File: src/rtl/ures_pkg.sv
// Function
// - A software read of the receive error status register clears it to zero, unless a frame completes in the same cycle, when it loads the new flags.
// - Reset leaves the receive error status register at all zeros.
// - The parity, framing and overrun flags clear when unit enable or receiver enable is 0.
// - Exactly three error flags, parity, framing and overrun, report a frame's status when it completes.
// - The error status register is read-only, a whole 3-bit value, and writes do nothing to it.
// - Parity is judged by the two-bit mode: 00 none, 01 zero, 10 odd, 11 even.
// - A reception error raises the error interrupt if the select bit is 0, else the completion one.
// - On overrun the new frame is not moved into the receive data buffer.
package ures_pkg;
    // ***************************************
    // register map, byte addresses
    // ***************************************
    localparam int          ADDR_W        = 5;
    localparam logic [4:0]  OFS_MODE      = 5'h00;
    localparam logic [4:0]  OFS_ERR       = 5'h04;
    localparam logic [4:0]  OFS_DATA      = 5'h08;
    localparam logic [4:0]  OFS_BAUD      = 5'h0C;
    localparam logic [4:0]  OFS_IRQ_STAT  = 5'h10;
    localparam logic [4:0]  OFS_IRQ_MASK  = 5'h14;
    // ***************************************
    // serial_mode_control fields
    // ***************************************
    localparam int          MODE_UNIT_EN  = 7;
    localparam int          MODE_RX_EN    = 6;
    localparam int          MODE_PAR_HI   = 5;
    localparam int          MODE_PAR_LO   = 4;
    localparam int          MODE_LEN8     = 3;
    localparam int          MODE_IRQ_SEL  = 0;
    localparam logic [7:0]  MODE_RST      = 8'h00;
    // ***************************************
    // rx_error_status and irq fields
    // ***************************************
    localparam int          ERR_PARITY    = 2;
    localparam int          ERR_FRAMING   = 1;
    localparam int          ERR_OVERRUN   = 0;
    localparam logic [2:0]  ERR_RST       = 3'h0;
    localparam int          IRQ_COMPLETE  = 0;
    localparam int          IRQ_ERROR     = 1;
    localparam logic [1:0]  IRQ_RST       = 2'h0;
    localparam logic [7:0]  DATA_RST      = 8'hFF;
    localparam logic [15:0] BAUD_RST      = 16'h0003;
    // ***************************************
    // parity modes and frame timing
    // ***************************************
    localparam logic [1:0]  PAR_NONE      = 2'h0;
    localparam logic [1:0]  PAR_ZERO      = 2'h1;
    localparam logic [1:0]  PAR_ODD       = 2'h2;
    localparam logic [1:0]  PAR_EVEN      = 2'h3;
    localparam logic [3:0]  PHASE_MID     = 4'h7;
    localparam logic [3:0]  PHASE_LAST    = 4'hF;
    localparam logic [2:0]  LAST_BIT7     = 3'h6;
    localparam logic [2:0]  LAST_BIT8     = 3'h7;
endpackage : ures_pkg

File: src/rtl/ures_rx_if.sv
// frame engine link between register core and receiver
interface ures_rx_if;
    logic       enable;
    logic       tick;
    logic       len8;
    logic [1:0] parity_mode;
    logic       rxd;
    logic       done;
    logic [7:0] data;
    logic       parity_err;
    logic       framing_err;
    modport core (output enable, tick, len8, parity_mode, rxd,
                  input  done, data, parity_err, framing_err);
    modport fsm  (input  enable, tick, len8, parity_mode, rxd,
                  output done, data, parity_err, framing_err);
endinterface : ures_rx_if

File: src/rtl/ures_rx_frame.sv
module ures_rx_frame
    import ures_pkg::*;
(
    // clock and reset
    input wire logic clk,
    input wire logic rst,
    // link to register core
    ures_rx_if.fsm   rx
);
    typedef enum logic [2:0] {
        ST_IDLE  = 3'b000,
        ST_START = 3'b001,
        ST_DATA  = 3'b010,
        ST_PAR   = 3'b011,
        ST_STOP  = 3'b100
    } ures_rx_state_t;

    ures_rx_state_t state_r;
    logic [3:0]     phase_r;
    logic [2:0]     bit_r;
    logic [7:0]     shift_r;
    logic           pbit_r;
    logic           perr;
    logic           mid;
    logic           sample;
    logic [2:0]     last_bit;

    assign mid      = rx.tick && (phase_r == PHASE_MID);
    assign sample   = rx.tick && (phase_r == PHASE_LAST);
    assign last_bit = rx.len8 ? LAST_BIT8 : LAST_BIT7;

    // parity judgement by mode
    always_comb begin
        case (rx.parity_mode)
            PAR_ZERO: perr = pbit_r;
            PAR_ODD:  perr = ~(^shift_r ^ pbit_r);
            PAR_EVEN: perr = ^shift_r ^ pbit_r;
            default:  perr = 1'b0;
        endcase
    end

    // frame sequencer, 16 ticks per bit, sampled mid-bit
    always_ff @(posedge clk) begin
        if (rst || !rx.enable) begin
            state_r        <= ST_IDLE;
            phase_r        <= 4'h0;
            bit_r          <= 3'h0;
            shift_r        <= 8'h00;
            pbit_r         <= 1'b0;
            rx.done        <= 1'b0;
            rx.data        <= 8'h00;
            rx.parity_err  <= 1'b0;
            rx.framing_err <= 1'b0;
        end else begin
            rx.done <= 1'b0;
            if (rx.tick) begin
                phase_r <= phase_r + 4'h1;
            end
            case (state_r)
                ST_IDLE: begin
                    phase_r <= 4'h0;
                    if (!rx.rxd) begin
                        state_r <= ST_START;
                    end
                end
                ST_START: begin
                    if (mid) begin
                        // glitch rejection: line must still be low
                        state_r <= rx.rxd ? ST_IDLE : ST_DATA;
                        phase_r <= 4'h0;
                        bit_r   <= 3'h0;
                        shift_r <= 8'h00;
                    end
                end
                ST_DATA: begin
                    if (sample) begin
                        shift_r[bit_r] <= rx.rxd;
                        bit_r          <= bit_r + 3'h1;
                        if (bit_r == last_bit) begin
                            state_r <= (rx.parity_mode == PAR_NONE) ? ST_STOP : ST_PAR;
                        end
                    end
                end
                ST_PAR: begin
                    if (sample) begin
                        pbit_r  <= rx.rxd;
                        state_r <= ST_STOP;
                    end
                end
                ST_STOP: begin
                    if (sample) begin
                        rx.done        <= 1'b1;
                        rx.data        <= shift_r;
                        rx.parity_err  <= perr;
                        rx.framing_err <= ~rx.rxd;
                        state_r        <= ST_IDLE;
                    end
                end
                default: state_r <= ST_IDLE;
            endcase
        end
    end
endmodule : ures_rx_frame

File: src/rtl/ures_top.sv
// Added by the designer: the address map and the Avalon-MM interface to the registers.
module ures_top
    import ures_pkg::*;
(
    // clock and reset
    input  wire logic              clk,
    input  wire logic              rst,
    // avalon-mm slave
    input  wire logic [ADDR_W-1:0] avs_address,
    input  wire logic              avs_read,
    input  wire logic              avs_write,
    input  wire logic [31:0]       avs_writedata,
    input  wire logic [3:0]        avs_byteenable,
    output logic      [31:0]       avs_readdata,
    output logic                   avs_waitrequest,
    // serial line
    input  wire logic              rxd,
    // interrupts
    output logic                   rx_error_irq,
    output logic                   rx_complete_irq,
    output logic                   irq
);
    // ***************************************
    // state
    // ***************************************
    logic [7:0]  mode_r;
    logic [2:0]  err_r;
    logic [7:0]  rx_data_buffer_r;
    logic        buf_full_r;
    logic [15:0] baud_r;
    logic [15:0] div_r;
    logic [1:0]  irq_stat_r;
    logic [1:0]  irq_mask_r;
    logic        ack_r;
    logic        rxd_meta_r;
    logic        rxd_sync_r;
    logic        req;
    logic        rd_take;
    logic        wr_take;
    logic        wr_lane0;
    logic        unit_en;
    logic        rx_en;
    logic        dis_clr;
    logic [2:0]  new_err;
    logic        frame_err;
    logic        ev_error;
    logic        ev_complete;
    logic [7:0]  rd_mux;

    ures_rx_if rx_if ();

    ures_rx_frame u_frame (
        .clk (clk),
        .rst (rst),
        .rx  (rx_if)
    );

    // ***************************************
    // bus slave
    // ***************************************
    // one wait cycle: data is registered, then acknowledged
    assign req             = avs_read || avs_write;
    assign avs_waitrequest = req && !ack_r;
    assign rd_take         = avs_read && !ack_r;
    assign wr_take         = avs_write && ack_r;
    assign wr_lane0        = wr_take && avs_byteenable[0];

    always_ff @(posedge clk) begin
        if (rst) begin
            ack_r <= 1'b0;
        end else begin
            ack_r <= req && !ack_r;
        end
    end

    // read mux, narrow registers in the low bits
    always_comb begin
        case (avs_address)
            OFS_MODE:     rd_mux = mode_r;
            OFS_ERR:      rd_mux = {5'h00, err_r};
            OFS_DATA:     rd_mux = rx_data_buffer_r;
            OFS_IRQ_STAT: rd_mux = {6'h00, irq_stat_r};
            OFS_IRQ_MASK: rd_mux = {6'h00, irq_mask_r};
            default:      rd_mux = 8'h00;
        endcase
    end

    // read data captured in the wait cycle
    always_ff @(posedge clk) begin
        if (rst) begin
            avs_readdata <= 32'h0000_0000;
        end else if (rd_take) begin
            if (avs_address == OFS_BAUD) begin
                avs_readdata <= {16'h0000, baud_r};
            end else begin
                avs_readdata <= {24'h00_0000, rd_mux};
            end
        end
    end

    // ***************************************
    // configuration registers
    // ***************************************
    assign unit_en = mode_r[MODE_UNIT_EN];
    assign rx_en   = mode_r[MODE_RX_EN];
    assign dis_clr = !unit_en || !rx_en;

    always_ff @(posedge clk) begin
        if (rst) begin
            mode_r <= MODE_RST;
        end else if (wr_lane0 && (avs_address == OFS_MODE)) begin
            mode_r <= avs_writedata[7:0];
        end
    end

    always_ff @(posedge clk) begin
        if (rst) begin
            baud_r <= BAUD_RST;
        end else if (wr_take && (avs_address == OFS_BAUD)) begin
            if (avs_byteenable[0]) begin
                baud_r[7:0] <= avs_writedata[7:0];
            end
            if (avs_byteenable[1]) begin
                baud_r[15:8] <= avs_writedata[15:8];
            end
        end
    end

    always_ff @(posedge clk) begin
        if (rst) begin
            irq_mask_r <= IRQ_RST;
        end else if (wr_lane0 && (avs_address == OFS_IRQ_MASK)) begin
            irq_mask_r <= avs_writedata[1:0];
        end
    end

    // ***************************************
    // line sync and oversampling divider
    // ***************************************
    always_ff @(posedge clk) begin
        if (rst) begin
            rxd_meta_r <= 1'b1;
            rxd_sync_r <= 1'b1;
        end else begin
            rxd_meta_r <= rxd;
            rxd_sync_r <= rxd_meta_r;
        end
    end

    // one tick per baud_r+1 clocks, 16 ticks per bit
    always_ff @(posedge clk) begin
        if (rst || !unit_en || (div_r == baud_r)) begin
            div_r <= 16'h0000;
        end else begin
            div_r <= div_r + 16'h0001;
        end
    end

    assign rx_if.enable      = unit_en && rx_en;
    assign rx_if.tick        = unit_en && (div_r == baud_r);
    assign rx_if.len8        = mode_r[MODE_LEN8];
    assign rx_if.parity_mode = {mode_r[MODE_PAR_HI], mode_r[MODE_PAR_LO]};
    assign rx_if.rxd         = rxd_sync_r;

    // ***************************************
    // frame completion
    // ***************************************
    assign new_err[ERR_PARITY]  = rx_if.parity_err;
    assign new_err[ERR_FRAMING] = rx_if.framing_err;
    assign new_err[ERR_OVERRUN] = buf_full_r;
    assign frame_err   = rx_if.done && (new_err != ERR_RST);
    assign ev_error    = frame_err && !mode_r[MODE_IRQ_SEL];
    assign ev_complete = rx_if.done && (!frame_err || mode_r[MODE_IRQ_SEL]);

    // error flags: disable clears, new errors beat a read clear
    always_ff @(posedge clk) begin
        if (rst) begin
            err_r <= ERR_RST;
        end else if (dis_clr) begin
            err_r <= ERR_RST;
        end else if (rx_if.done) begin
            if (rd_take && (avs_address == OFS_ERR)) begin
                err_r <= new_err;
            end else begin
                err_r <= err_r | new_err;
            end
        end else if (rd_take && (avs_address == OFS_ERR)) begin
            err_r <= ERR_RST;
        end
    end

    // receive buffer, kept on overrun
    always_ff @(posedge clk) begin
        if (rst || !unit_en) begin
            rx_data_buffer_r <= DATA_RST;
        end else if (rx_if.done && !buf_full_r) begin
            rx_data_buffer_r <= rx_if.data;
        end
    end

    // unread marker, a completed frame wins over a read
    always_ff @(posedge clk) begin
        if (rst || !unit_en) begin
            buf_full_r <= 1'b0;
        end else if (rx_if.done) begin
            buf_full_r <= 1'b1;
        end else if (rd_take && (avs_address == OFS_DATA)) begin
            buf_full_r <= 1'b0;
        end
    end

    // ***************************************
    // interrupts
    // ***************************************
    always_ff @(posedge clk) begin
        if (rst) begin
            rx_error_irq    <= 1'b0;
            rx_complete_irq <= 1'b0;
        end else begin
            rx_error_irq    <= ev_error;
            rx_complete_irq <= ev_complete;
        end
    end

    // sticky status, write one to clear, set wins
    always_ff @(posedge clk) begin
        if (rst) begin
            irq_stat_r <= IRQ_RST;
        end else begin
            for (int i = 0; i < 2; i++) begin
                if ((i == IRQ_ERROR) ? ev_error : ev_complete) begin
                    irq_stat_r[i] <= 1'b1;
                end else if (wr_lane0 && (avs_address == OFS_IRQ_STAT) && avs_writedata[i]) begin
                    irq_stat_r[i] <= 1'b0;
                end
            end
        end
    end

    assign irq = |(irq_stat_r & irq_mask_r);
endmodule : ures_top
File: config.mk
export PLATFORM = sky130hd
export DESIGN_NAME = ures_top
export DESIGN_NICKNAME = d
export VERILOG_FILES = /design/src/rtl/ures_pkg.sv /design/src/rtl/ures_rx_if.sv /design/src/rtl/ures_rx_frame.sv /design/src/rtl/ures_top.sv
export SDC_FILE = /design/constraint.sdc
export NUM_CORES = 1
export LEC_CHECK = 0
export BUFFER_PORTS_ARGS = -buffer_cell sky130_fd_sc_hd__buf_2
export CAP_MARGIN = 20
export CORE_MARGIN = 4
export CORE_UTILIZATION = 51
export DETAILED_ROUTE_END_ITERATION = 7
export GPL_TIMING_DRIVEN = 0
export HOLD_SLACK_MARGIN = 0.03
export PLACE_DENSITY = 0.76
export SYNTH_ARGS = -nofsm -noshare
export SYNTH_HDL_FRONTEND = slang
export SYNTH_HIERARCHICAL = 1
export SYNTH_SLANG_ARGS = --single-unit
File: constraint.sdc
create_clock -name clk -period 2.7 [get_ports clk]
set_input_delay 0.27 -clock clk [delete_from_list [all_inputs] [get_ports clk]]
set_output_delay 0.27 -clock clk [all_outputs]
set_load 0.01 [all_outputs]
Word level (Yosys, flattened, before mapping)
Index checks and enable logic that the tools add are counted.
{ "word_totals": {"out_inout_bits": 36, "register_bits": 123, "wordCells": 146} }
{ "classes": {"bitwise": 6, "n_addsub": 3, "n_eq_ne": 22, "n_reduce_logical": 53, "n_mux": 35, "magnitude_cmp": 2} }
{ "op_table": {"columns": ["op", "n"], "rows": [
  ["8-bit case mux with 5 select lines", 1],
  ["3-bit two-way mux", 12],
  ["1-bit logical AND", 21],
  ["16-bit by 1-bit adder with 16-bit output, second input constant", 1],
  ["16-bit == test", 1],
  ["16-bit two-way mux", 1],
  ["8-bit two-way mux", 2],
  ["8-bit case mux with 2 select lines", 1],
  ["3-bit case mux with 5 select lines", 1],
  ["5-bit by 4-bit == test with 1-bit output, second input constant", 2],
  ["5-bit == test, second input constant", 2],
  ["2-bit by 1-bit inequality test with 1-bit output, second input constant", 5],
  ["2-bit nonzero test", 5],
  ["1-bit two-way mux", 9],
  ["8-bit bitwise mux", 1],
  ["4-bit two-way mux", 2],
  ["4-bit case mux with 2 select lines", 1],
  ["2-bit AND reduction", 4],
  ["8-bit parity", 1],
  ["1-bit logical NOT", 7],
  ["3-bit by 2-bit == test with 1-bit output, second input constant", 2],
  ["1-bit logical OR", 6],
  ["3-bit case mux with 2 select lines", 1],
  ["6-bit AND reduction", 1],
  ["other kinds (26)", 31]
]} }

Depth between registers and ports, before layout
Gate-level depths: netlist of the first run.
{ "depth": {"word_depth": 7, "ltp_mapped": 13, "ltp_nobuf": 10} }

By module
Netlist of the first run, hierarchy kept.
{ "modules_own_cells": {"columns": ["mod", "area_each_um2", "seq_area_each_um2", "n_inst", "cells_each"], "rows": [
  ["ures_top", 3437.0, 1541.5, 1, 377],
  ["ures_rx_frame", 1475.2, 600.6, 1, 166]
]} }

Worst setup path before layout of the first run
No wires, ideal clock.
{ "synth_timing": {"path_type": "register -> register", "from": "register div_r[6]", "to": "register u_frame.shift_r[1]", "t_arrival_ps": 2686, "path_slack_ps": -118, "setup_ps": 132, "period_less_slack_ps": 2818, "required_time_ps": 2568, "n_path_buf": 2, "path_stages_with_launch": 12, "cell_sequence": "dfxtp_1 clkbuf_1 xnor2_1 nand4_1 nor4_4 and2_1 clkbuf_1 nand3_1 a211oi_4 nand2_1 o311ai_0 a21oi_1"} }
{ "synth_via": {"elab_chain_len": 5, "word_cells_on_any_way": 7, "classes_between": "eq/ne (3); reduce/logical (4)"} }
{ "synth_rtl": {"columns": ["element", "line_no", "rtl"], "rows": [
  ["from (decl)", "ures_top.sv:31", "logic [15:0] div_r;"],
  ["from (signal assigned)", "ures_top.sv:155", "div_r <= div_r + 16'h0001;"],
  ["16-bit == test *", "ures_top.sv:160", "assign rx_if.tick = unit_en && (div_r == baud_r);"],
  ["1-bit logical AND *", "ures_top.sv:160", null],
  ["net rx_if.tick", "ures_rx_if.sv:4", "logic tick;"],
  ["1-bit logical AND, on equally long branches", "ures_rx_frame.sv:29, ures_rx_frame.sv:28", null],
  ["2-bit by 1-bit inequality test with 1-bit output (no line)", null, null],
  ["3-bit AND reduction (no line) *", null, null],
  ["to (signal, indexed assignment)", "ures_rx_frame.sv:77", "shift_r[bit_r] <= rx.rxd;"],
  ["to (decl)", "ures_rx_frame.sv:21", "logic [7:0] shift_r;"]
]} }
The timed path passes the listed nets; every way through them passes the cells marked *.
A chain may end at the register's enable or synchronous reset.

Worst setup path after layout of the first run
{ "layout_timing": {"from": "register baud_r[1]", "to": "register u_frame.shift_r[5]"} }
{ "layout_via": {"elab_chain_len": 5, "word_cells_on_any_way": 7, "classes_between": "eq/ne (3); reduce/logical (4)"} }
{ "layout_rtl": {"columns": ["element", "line_no", "rtl"], "rows": [
  ["from (decl)", "ures_top.sv:30", "logic [15:0] baud_r;"],
  ["from (signal assigned)", "ures_top.sv:121", "baud_r[7:0] <= avs_writedata[7:0];"],
  ["16-bit == test *", "ures_top.sv:160", null],
  ["1-bit logical AND *", "ures_top.sv:160", null],
  ["net rx_if.tick", "ures_rx_if.sv:4", null],
  ["1-bit logical AND, on equally long branches", "ures_rx_frame.sv:29, ures_rx_frame.sv:28", null],
  ["2-bit by 1-bit inequality test with 1-bit output (no line)", null, null],
  ["3-bit AND reduction (no line) *", null, null]
]} }
Marked as above.

==> results of run 1 <==
## cells by family after synthesis
family          after synthesis  synth area share [%]
xor+xnor                     40                  7.41
compound gates               75                  10.8
mux                          45                  9.73
simple gates                217                  22.0
other cells                   1                0.0763
flops                       107                  43.6
fa+ha+maj                     3                 0.764
buf+inv                      55                  5.63
## layer usage
layer | vias up | wire length [um] | global-route usage (%) | share of wire, %
li1 | 2024 | - | - | -
met1 | 1947 | 5250 | 26.3 | 44
met2 | 160 | 5560 | 35.5 | 47
met3 | 29 | 729 | 5.34 | 6.1
met4 | 0 | 385 | 8.97 | 3.2
met5 | - | 0 | 0 | 0
## cells in the final DEF, fill, tap and decap left out, drive strengths merged, types with 3 or more instances in the layout
cell,n
nor3,20
conb,16
a22oi,15
nand4,11
mux2,12
nor4b,3
and2,4
nand2,45
a21oi,19
nand3b,4
a2111oi,3
inv,11
ha,3
a211oi,7
mux2i,32
nand2b,6
nand3,33
buf,77
xor2,7
clkbuf,26
nor2,65
a221oi,6
dfxtp,107
xnor2,32
nor2b,6
and3,6
o21ai,13
nor4,5
## flip-flops by register name, indices dropped and copies added (netlist names), 2 cells and up
name	flops
u_frame/bit_r	3
avs_readdata	16
mode_r	8
u_frame/state_r	3
err_r	3
u_frame/shift_r	8
u_frame/phase_r	4
irq_stat_r	2
rx_data_buffer_r	8
irq_mask_r	2
baud_r	16
u_frame/rx.data	8
div_r	16
## repair_timing
| item | in CTS | in global routing |
|---|---|---|
| gates resized for setup | 2 | 27 |
| endpoints found under the setup margin | 24 | 21 |
| pin swaps | 2 | 4 |
| hold endpoints to repair | 0 | 0 |
| buffers inserted | 2 | 1 |
## critical path, delay by kind of cell, from the launching register on
kind | cells | cell delay, ns
compound gates | 1 | 0.32
xor+xnor | 1 | 0.19
buf+inv | 2 | 0.34
flops | 1 | 0.36
mux | 1 | 0.32
simple gates | 6 | 0.99
## final cells by class
cell class	count	area (um^2)	share of cell area, %
buffer	44	239	4.24
clock buffer	9	124	2.20
clock inverter	7	76.3	1.35
inverter	9	33.8	0.599
multi-input combinational	396	2570	45.7
sequential	107	2170	38.5
tap	129	161	2.86
timing repair buffer	50	258	4.57
## report_power, final
part,switching (mW),internal [mW]
sequential,0.00693,1.59
clock,0.570,0.435
combinational,0.0846,0.0589
total,0.661,2.08
## synthesized netlist by cell type, types with 2 or more instances
cell type	number
a211oi_1	5
a221oi_1	6
a21oi_1	19
o311ai_0	2
xor2_1	7
nor3_1	20
mux2_1	2
a22oi_1	15
a2111oi_0	2
or2_2	2
nand3_2	3
nor3b_1	2
inv_1	8
buf_4	17
nand3_1	30
nand3b_1	4
nor4_1	4
mux2_2	10
dfxtp_1	107
buf_1	4
clkbuf_1	20
buf_2	5
a222oi_1	2
ha_1	3
nand2b_1	6
nand4_1	10
nor2_1	65
xnor2_1	32
nor2b_1	6
and2_1	4
nand2_1	45
nor4b_1	3
o21ai_0	13
mux2i_1	32
and3_1	6
## final timing paths
check / depth (start not counted) / slack, ns / end / startpoint
worst max-delay path: 11 / 0.12 / u_frame/shift_r[5]$_SDFFE_PP0P_ / baud_r[1]$_SDFFE_PP1P_
worst min-delay path: 2 / 0.1 / rxd_meta_r$_SDFF_PP1_ / rxd
worst max register to register: 11 / 0.12 / u_frame/shift_r[5]$_SDFFE_PP0P_ / baud_r[1]$_SDFFE_PP1P_
worst min register to register: 1 / 0.42 / rx_if.rxd$_SDFF_PP1_ / rxd_meta_r$_SDFF_PP1_
==> results.yml, run 1 <==
outcome:
  status: "finished clean"
layout:
  syn_to_final_growth_pct: 14.8
  antenna_cells: 0
  drive_gt1_share_pct: 22.0
  layout.nets: 666
  fill_cells: 822
  finalNonFillerCells: 751
  stdcell_area_mm2: 0.00564
  utilization_pct: 60.5
clocking:
  clkTransAtPathRegs_ns: 0.10
  clk_latency_ns: 0.38
  tritoncts: "built"
  htree_levels: 3
  cts_buffers: 9
  cts_hold_buffers: 0
  clock_path_buffers: 2
  cts_root_buffer: "clkbuf_8"
  cts_num_sinks: 107
synth:
  synth_cell_types: 57
  netlist_area_mm2: 0.00491
  synth_top_area_share_pct: 43.6
  yosysSeqAreaShare_pct: 43.6
  synthCells: 543
  async_flop_share_pct: 0
  ys_ff_latch: 107
  synthTopCellsByArea: "dfxtp_1 (44%), mux2i_1 (6.5%), xnor2_1 (5.7%)"
  yosysWarnings: 6
  syn_area_per_cell_um2: 9.05
  synth-edff-count: 0
  synth_area_leader_cell: "dfxtp_1"
  synth_flop_cell: "dfxtp_1"
timing:
  maxSlewViolCount: 0
  skew_ns: 0.00716
  setup_viol: 0
  finalHoldViolations: 0
  post-route-min-period_ns: 2.58
  slew_headroom_pct: 51.8
  finalSetupTns_ns: 0
  max_freq_mhz: 388
  whs_ns: 0.0964
  fin_crit_sh_pct: 95.4
  tightest_slew_ns: 0.714
  layout_setup_ws_ns: 0.125
detailed_routing:
  routed_wl_um: 11900
  drt_iter0_drc: 192
  drtPass1Iterations: 5
  ant_nets: 0
  wl_per_cell_um: 15.9
  viasPerCell: 5.54
  num_vias: 4160
  drc: 0
pwr:
  power_mw: 2.74
  p_leak_nw: 2.22
  irDropWorstVdd_v: 0.000285
  power_density_mw_per_mm2: 486
setup_path:
  worstSetupEndpointType: "register"
  path_class: "reg2reg"
  critPathMaxStageDelay_ns: 0.36
  required_ns: 3.02
  path_common_cell: "buf_4"
  cp_max_fo: 7
  slowest_stage: "dfxtp_2"
  path_cells: "xnor2_1, nand4_1, nor4_4, and2_1, buf_4, nand3_4, a211oi_4, buf_4, nand3_1, mux2_1, nor2_1"
  critPathArrivalTime_ns: 2.89
  crit_path_start_kind: "register"
min_path:
  hold_path.class: "in2reg"
grt:
  grt_max_degree: 19
  grt_pass1_vias: 4057
  grt_pass1_wl_um: 19500
  globalRouteOverflowTotal: 0
  grt_usage_pct: 21.4
  antenna_found_initial: 0
floorplanning:
  boundaryPins: 82
  core_mm2: 0.00933
  initial_core_util_pct: 52.7
  die_width_um: 106
  rows: 35
  die_h_um: 106
  die_area_mm2: 0.0113
placement:
  place.gp.congestion: 0.884
  dpl.hpwl_um: 8800
  placed_area_mm2: 0.00537
  dp.cells: 734
  dp_slack_ns: -0.435
  port-buffer-count: 47
job:
  maxCapViolations: 0
No activity file was read; power rests on OpenSTA's default activity.
==> run 2: changes to the inputs <==
--- a/config.mk
+++ b/config.mk
@@ -12,6 +12,7 @@
 export DETAILED_ROUTE_END_ITERATION = 7
 export GPL_TIMING_DRIVEN = 0
 export HOLD_SLACK_MARGIN = 0.03
+export MAX_ROUTING_LAYER = met4
 export PLACE_DENSITY = 0.76
 export SYNTH_ARGS = -nofsm -noshare
 export SYNTH_HDL_FRONTEND = slang
==> run 2 against run 1 <==
Hold slack better by 0.012 ns. Fmax is 0.46% higher. Total power is 3.5% higher. Count of clock-buffer cells in the layout is 2 higher. First-iteration DRC count is 21% higher. Clock skew is 0.0017 ns higher. Sequential share of layout area is 0.34 points lower. Critical endpoint is now u_frame/shift_r[0]$_SDFFE_PP0P_.
==> results.yml, run 2 (synthesis gave the netlist of run 1 again) <==
setup_path:
  worstSetupEndpointType: "register"
  required_ns: 2.93
  critPathArrivalTime_ns: 2.80
  crit_path_start_kind: "register"
  path_class: "reg2reg"
  cp_max_fo: 6
pwr:
  p_clk_share_pct: 38.8
  power_frac_comb_pct: 5.1
  power_density_mw_per_mm2: 500
  sw_frac_of_total_pct: 22.5
  irDropWorstVdd_v: 0.000403
  switchingPower_mw: 0.638
  p_int_mw: 2.20
  p_leak_nw: 2.23
  power_frac_seq_pct: 56.2
layout:
  finalNonFillerCells: 751
  syn_to_final_growth_pct: 15.4
  fill_cells: 828
  antenna_cells: 0
  layout_common_cells: "dfxtp_1 (92), nor2_1 (65), buf_2 (51)"
  multi_input_area_mm2: 0.00258
  layout.nets: 666
  final_common_cell: "dfxtp_1"
  reg_top3: "avs_readdata x16, baud_r x16, div_r x16"
  drive_gt1_share_pct: 21.1
  stdcell_area_mm2: 0.00567
  register_area_mm2: 0.00216
placement:
  place.gp.congestion: 0.933
  port-buffer-count: 47
  dpl.hpwl_um: 8890
  dp.cells: 734
  placed_area_mm2: 0.00537
grt:
  grt_usage_pct: 22.3
  grt_pass1_vias: 4030
  use_met2_pct: 36.2
  grt.busiest_layer: "met2"
  grt_max_degree: 18
  grt_pass1_wl_um: 19700
  antenna_found_initial: 0
  grt_use_met1_pct: 27.1
  globalRouteOverflowTotal: 0
  grtUsageMet3_pct: 4.86
clocking:
  htree_levels: 3
  cts_buffers: 9
  cts_root_buffer: "clkbuf_8"
  clkTransAtPathRegs_ns: 0.10
  clk_latency_ns: 0.37
  clock_path_buffers: 2
  tritoncts: "built"
  cts_num_sinks: 107
job:
  maxCapViolations: 0
detailed_routing:
  drc: 0
  ant_nets: 0
  routed_wl_um: 12100
  viasPerCell: 5.57
  drtPass1Iterations: 5
  drt_iter0_drc: 233
  num_vias: 4183
  wl_per_cell_um: 16.1
timing:
  tightest_slew_ns: 0.728
  whs_ns: 0.108
  slew_headroom_pct: 50.9
  finalHoldViolations: 0
  max_freq_mhz: 390
  skew_ns: 0.00887
  fin_crit_sh_pct: 94.9
  rsz0062_at_grt: "false"
  post-route-min-period_ns: 2.56
  setup_viol: 0
  maxSlewViolCount: 0
floorplanning:
  die_area_mm2: 0.0113
  initial_core_util_pct: 52.7
  rows: 35
  die_width_um: 106
  core_mm2: 0.00933
  die_h_um: 106
  boundaryPins: 82
min_path:
  hold_path.class: "in2reg"
outcome:
  status: "finished clean"
## run 2: critical path, cell delays in order (launching register included)
cell and delay, ns:
dfxtp_2 0.35, xnor2_1 0.19, nand4_1 0.18, nor4_4 0.35
and2_1 0.18, clkbuf_4 0.19, nand3_4 0.13, buf_4 0.18
nor4b_1 0.53, a211oi_1 0.15
## run 2: through the flow
step | TNS (ns) | total power, mW | worst slack [ns] | util (%)
floorplan | 0 | 1.71 | 0.0501 | -
global placement | -3.59 | 1.77 | -0.343 | 57.6
detailed placement | -6.34 | 1.77 | -0.453 | 57.6
CTS | 0 | 2.85 | 0.0105 | 60.2
global route | 0 | 2.93 | 0.00409 | 60.8
finish | 0 | 2.84 | 0.137 | 60.8
## run 2: power groups by stage
stage / clock network (mW) / registers (mW) / logic [mW]
after CTS: 1.11 / 1.59 / 0.140
after floorplan: 0 / 1.63 / 0.0799
after global routing: 1.18 / 1.59 / 0.156
final: 1.10 / 1.59 / 0.143
after detailed placement: 0 / 1.63 / 0.140
after global placement: 0 / 1.63 / 0.138
## run 2: worst paths after layout
| path | depth (start not counted) | slack, ns | startpoint | endpoint |
|---|---|---|---|---|
| hold / removal | 2 | 0.11 | rxd | rxd_meta_r$_SDFF_PP1_ |
| setup reg to reg | 9 | 0.14 | baud_r[12]$_SDFFE_PP0P_ | u_frame/shift_r[0]$_SDFFE_PP0P_ |
| hold reg to reg | 1 | 0.43 | rxd_meta_r$_SDFF_PP1_ | rx_if.rxd$_SDFF_PP1_ |
| setup / recovery | 9 | 0.14 | baud_r[12]$_SDFFE_PP0P_ | u_frame/shift_r[0]$_SDFFE_PP0P_ |
## run 2: final cells by class
cell class,count,area share (%)
Multi-Input combinational cell,396,45.6
Sequential cell,107,38.2
Timing Repair Buffer,50,4.55
Buffer,44,4.26
Tap cell,129,2.85
Clock buffer,11,2.50
Clock inverter,5,1.50
Inverter,9,0.596
## run 2: what timing repair did
item                                    CTS  global route
cloned                                    0             0
pin swaps                                 2             4
hold buffers                              0             0
buffers inserted                          2             1
hold endpoints to repair                  0             0
endpoints found under the setup margin   24            21
resized for setup                         2            22
## run 2: metal layers
metal	wire [um]	part of all wire (%)	vias up
met2	5760	48	162
met5	0	0	-
met1	5150	43	1964
li1	-	-	2028
met3	845	7.0	29
met4	308	2.6	0
==> run 3: changes to the inputs <==
--- a/config.mk
+++ b/config.mk
@@ -16,5 +16,4 @@
 export PLACE_DENSITY = 0.76
 export SYNTH_ARGS = -nofsm -noshare
 export SYNTH_HDL_FRONTEND = slang
-export SYNTH_HIERARCHICAL = 1
 export SYNTH_SLANG_ARGS = --single-unit
==> run 3 against run 2 <==
Count of clock-buffer cells in the layout shrank 2. Worst setup slack gained 0.31 ns. Total power shrank 2.2%. First-iteration DRC count grew 3.0%. Critical path depth is the same. Highest routed layer unchanged.
==> results.yml, run 3 <==
pwr:
  power_mw: 2.77
  p_leak_nw: 2.22
  power_density_mw_per_mm2: 501
  irDropWorstVdd_v: 0.000253
timing:
  max_freq_mhz: 443
  post-route-min-period_ns: 2.26
  finalHoldViolations: 0
  tightest_slew_ns: 0.738
  fin_crit_sh_pct: 83.6
  rsz0062_at_grt: "false"
  finalSetupTns_ns: 0
  setup_viol: 0
  maxSlewViolCount: 0
  slew_headroom_pct: 50.1
  skew_ns: 0.0155
min_path:
  hp-start: "rxd"
  whs_path_depth: 2
  holdPathEnd: "rxd_meta_r$_SDFF_PP1_"
  hold_path.class: "in2reg"
placement:
  port-buffer-count: 45
  place.gp.congestion: 0.902
  dpl.hpwl_um: 8670
synth:
  synth_top_area_share_pct: 43.9
  synth_most_common_cell: "dfxtp_1"
  ys_ff_latch: 107
  synth_flop_cell: "dfxtp_1"
  synth-edff-count: 0
  yosysSeqAreaShare_pct: 43.9
  synth_area_leader_cell: "dfxtp_1"
  async_flop_share_pct: 0
  synthTopCellsByArea: "dfxtp_1 (44%), mux2i_1 (7.4%), nor2_1 (6.8%)"
  synth_cell_types: 54
  synth_common_cells: "dfxtp_1 (107), nor2_1 (88), nand2_1 (49)"
  syn_area_per_cell_um2: 8.68
  netlist_area_mm2: 0.00488
  synthCells: 563
  yosysWarnings: 0
setup_path:
  path_class: "reg2reg"
  cp_max_fo: 10
  worstSetupEndpointType: "register"
  r2r_start: "div_r[2]$_SDFF_PP0_"
  required_ns: 2.96
  r2r_end: "u_frame.rx.parity_err$_SDFFE_PP0P_"
  critPathArrivalTime_ns: 2.52
  crit_path_start_kind: "register"
  worstRegToRegCells: 9
  r2r_slack_ns: 0.44
clocking:
  clk_latency_ns: 0.38
  cts_root_buffer: "clkbuf_8"
  cts_hold_buffers: 0
  tritoncts: "built"
  cts_setup_buffers: 0
  cts_resized: 0
  cts_num_sinks: 107
  clock_path_buffers: 2
  htree_levels: 3
  clkTransAtPathRegs_ns: 0.11
  cts_buffers: 9
detailed_routing:
  wl_per_cell_um: 15.0
  drtPass1Iterations: 5
  drt_iter0_drc: 240
  viasPerCell: 5.43
  drc: 0
  ant_nets: 0
  routed_wl_um: 11500
  num_vias: 4170
outcome:
  status: "finished clean"
floorplanning:
  initial_core_util_pct: 52.6
  boundaryPins: 82
  die_width_um: 106
  die_area_mm2: 0.0112
  core_mm2: 0.00928
  rows: 35
  die_h_um: 106
layout:
  fill_cells: 859
  drive_gt1_share_pct: 15.0
  reg_top3: "avs_readdata x16, baud_r x16, div_r x16"
  layout.nets: 683
  layout_common_cells: "dfxtp_1 (107), nor2_1 (88), buf_2 (49), nand2_1 (49), mux2i_1 (36)"
  final_common_cell: "dfxtp_1"
  utilization_pct: 59.6
  antenna_cells: 0
  syn_to_final_growth_pct: 13.3
job:
  maxCapViolations: 0
grt:
  globalRouteOverflowTotal: 0
  antenna_found_initial: 0
  grt_pass1_wl_um: 19300
  grt_usage_pct: 21.8
  grt_pass1_vias: 3954
  grt_max_degree: 20
-- run 3: changes by cell type in the layout (fill, tap and decap cells not counted), sizes merged, moves of 6 or more --
cell  delta
buf      -6
nor2    +23
nor3    -11
mux2     -9
-- run 3: cell families (layout without fill, tap and decap cells) --
group           after synthesis  count (layout)  share of synthesized area (%)
simple gates                242             242                           23.8
flops                       107             107                           43.9
compound gates               79              79                           10.8
buf+inv                      55             116                           5.79
mux                          39              39                           8.07
xor+xnor                     37              37                           6.79
fa+ha+maj                     3               3                          0.769
other cells                   1              16                         0.0768
-- run 3: critical path, cell delays in order, from the launching register on --
cell     delay, ns
dfxtp_1       0.32
buf_6         0.13
xnor2_2       0.16
nand4_1       0.14
nor4_2        0.34
buf_4         0.24
nand4_1       0.14
buf_2         0.27
nor4b_1       0.33
nor2_1        0.07
-- run 3: worst max path at each step --
stage / startpoint / to / slack (ns) / cells after the start
finish: div_r[2]$_SDFF_PP0_ / u_frame.rx.parity_err$_SDFFE_PP0P_ / 0.44 / 9
global route: div_r[2]$_SDFF_PP0_ / u_frame.rx.parity_err$_SDFFE_PP0P_ / 0.16 / 9
CTS: div_r[2]$_SDFF_PP0_ / u_frame.rx.parity_err$_SDFFE_PP0P_ / 0.45 / 9
detailed placement: avs_address[2] / baud_r[9]$_SDFFE_PP0P_ / 0.31 / 6
global placement: avs_address[2] / baud_r[9]$_SDFFE_PP0P_ / 0.40 / 6
floorplan: div_r[2]$_SDFF_PP0_ / u_frame.rx.parity_err$_SDFFE_PP0P_ / 0.80 / 9
-- run 3: routing by layer --
layer | vias up | GRT usage, % | part of all wire [%]
li1 | 2068 | - | -
met1 | 1958 | 27.9 | 46
met2 | 130 | 34.6 | 47
met3 | 14 | 3.61 | 5.3
met4 | 0 | 8.51 | 1.7
met5 | - | - | 0
-- run 3: layout make-up --
cell class | instances | area, um^2 | area share, %
flip-flops and latches | 107 | 2140 | 38.7
plain buffers | 49 | 260 | 4.70
multi-input cells | 416 | 2520 | 45.4
clock inverters | 7 | 85.1 | 1.54
clock buffers | 9 | 124 | 2.24
repair buffers | 45 | 225 | 4.07
inverters | 6 | 22.5 | 0.407
well taps | 129 | 161 | 2.92
-- run 3: stage by stage --
stage / cells / area, um^2 / setup WS [ns] / hold slack (ns)
2_1_floorplan: 578 / 4940 / 0.801 / 0.374
3_3_place_gp: 752 / 5330 / 0.401 / 0.390
3_5_place_dp: 752 / 5330 / 0.311 / 0.398
4_1_cts: 768 / 5540 / 0.445 / 0.0613
5_1_grt: 768 / 5540 / 0.164 / 0.0579
6_report: 768 / 5540 / 0.442 / 0.0726
-- run 3: report_power, final --
| group | internal (mW) | leakage, nW | total [mW] | switching [mW] |
|---|---|---|---|---|
| Clock | 0.445 | 0.103 | 1.04 | 0.591 |
| Combinational | 0.0601 | 1.26 | 0.143 | 0.0830 |
| Sequential | 1.59 | 0.864 | 1.60 | 0.00723 |
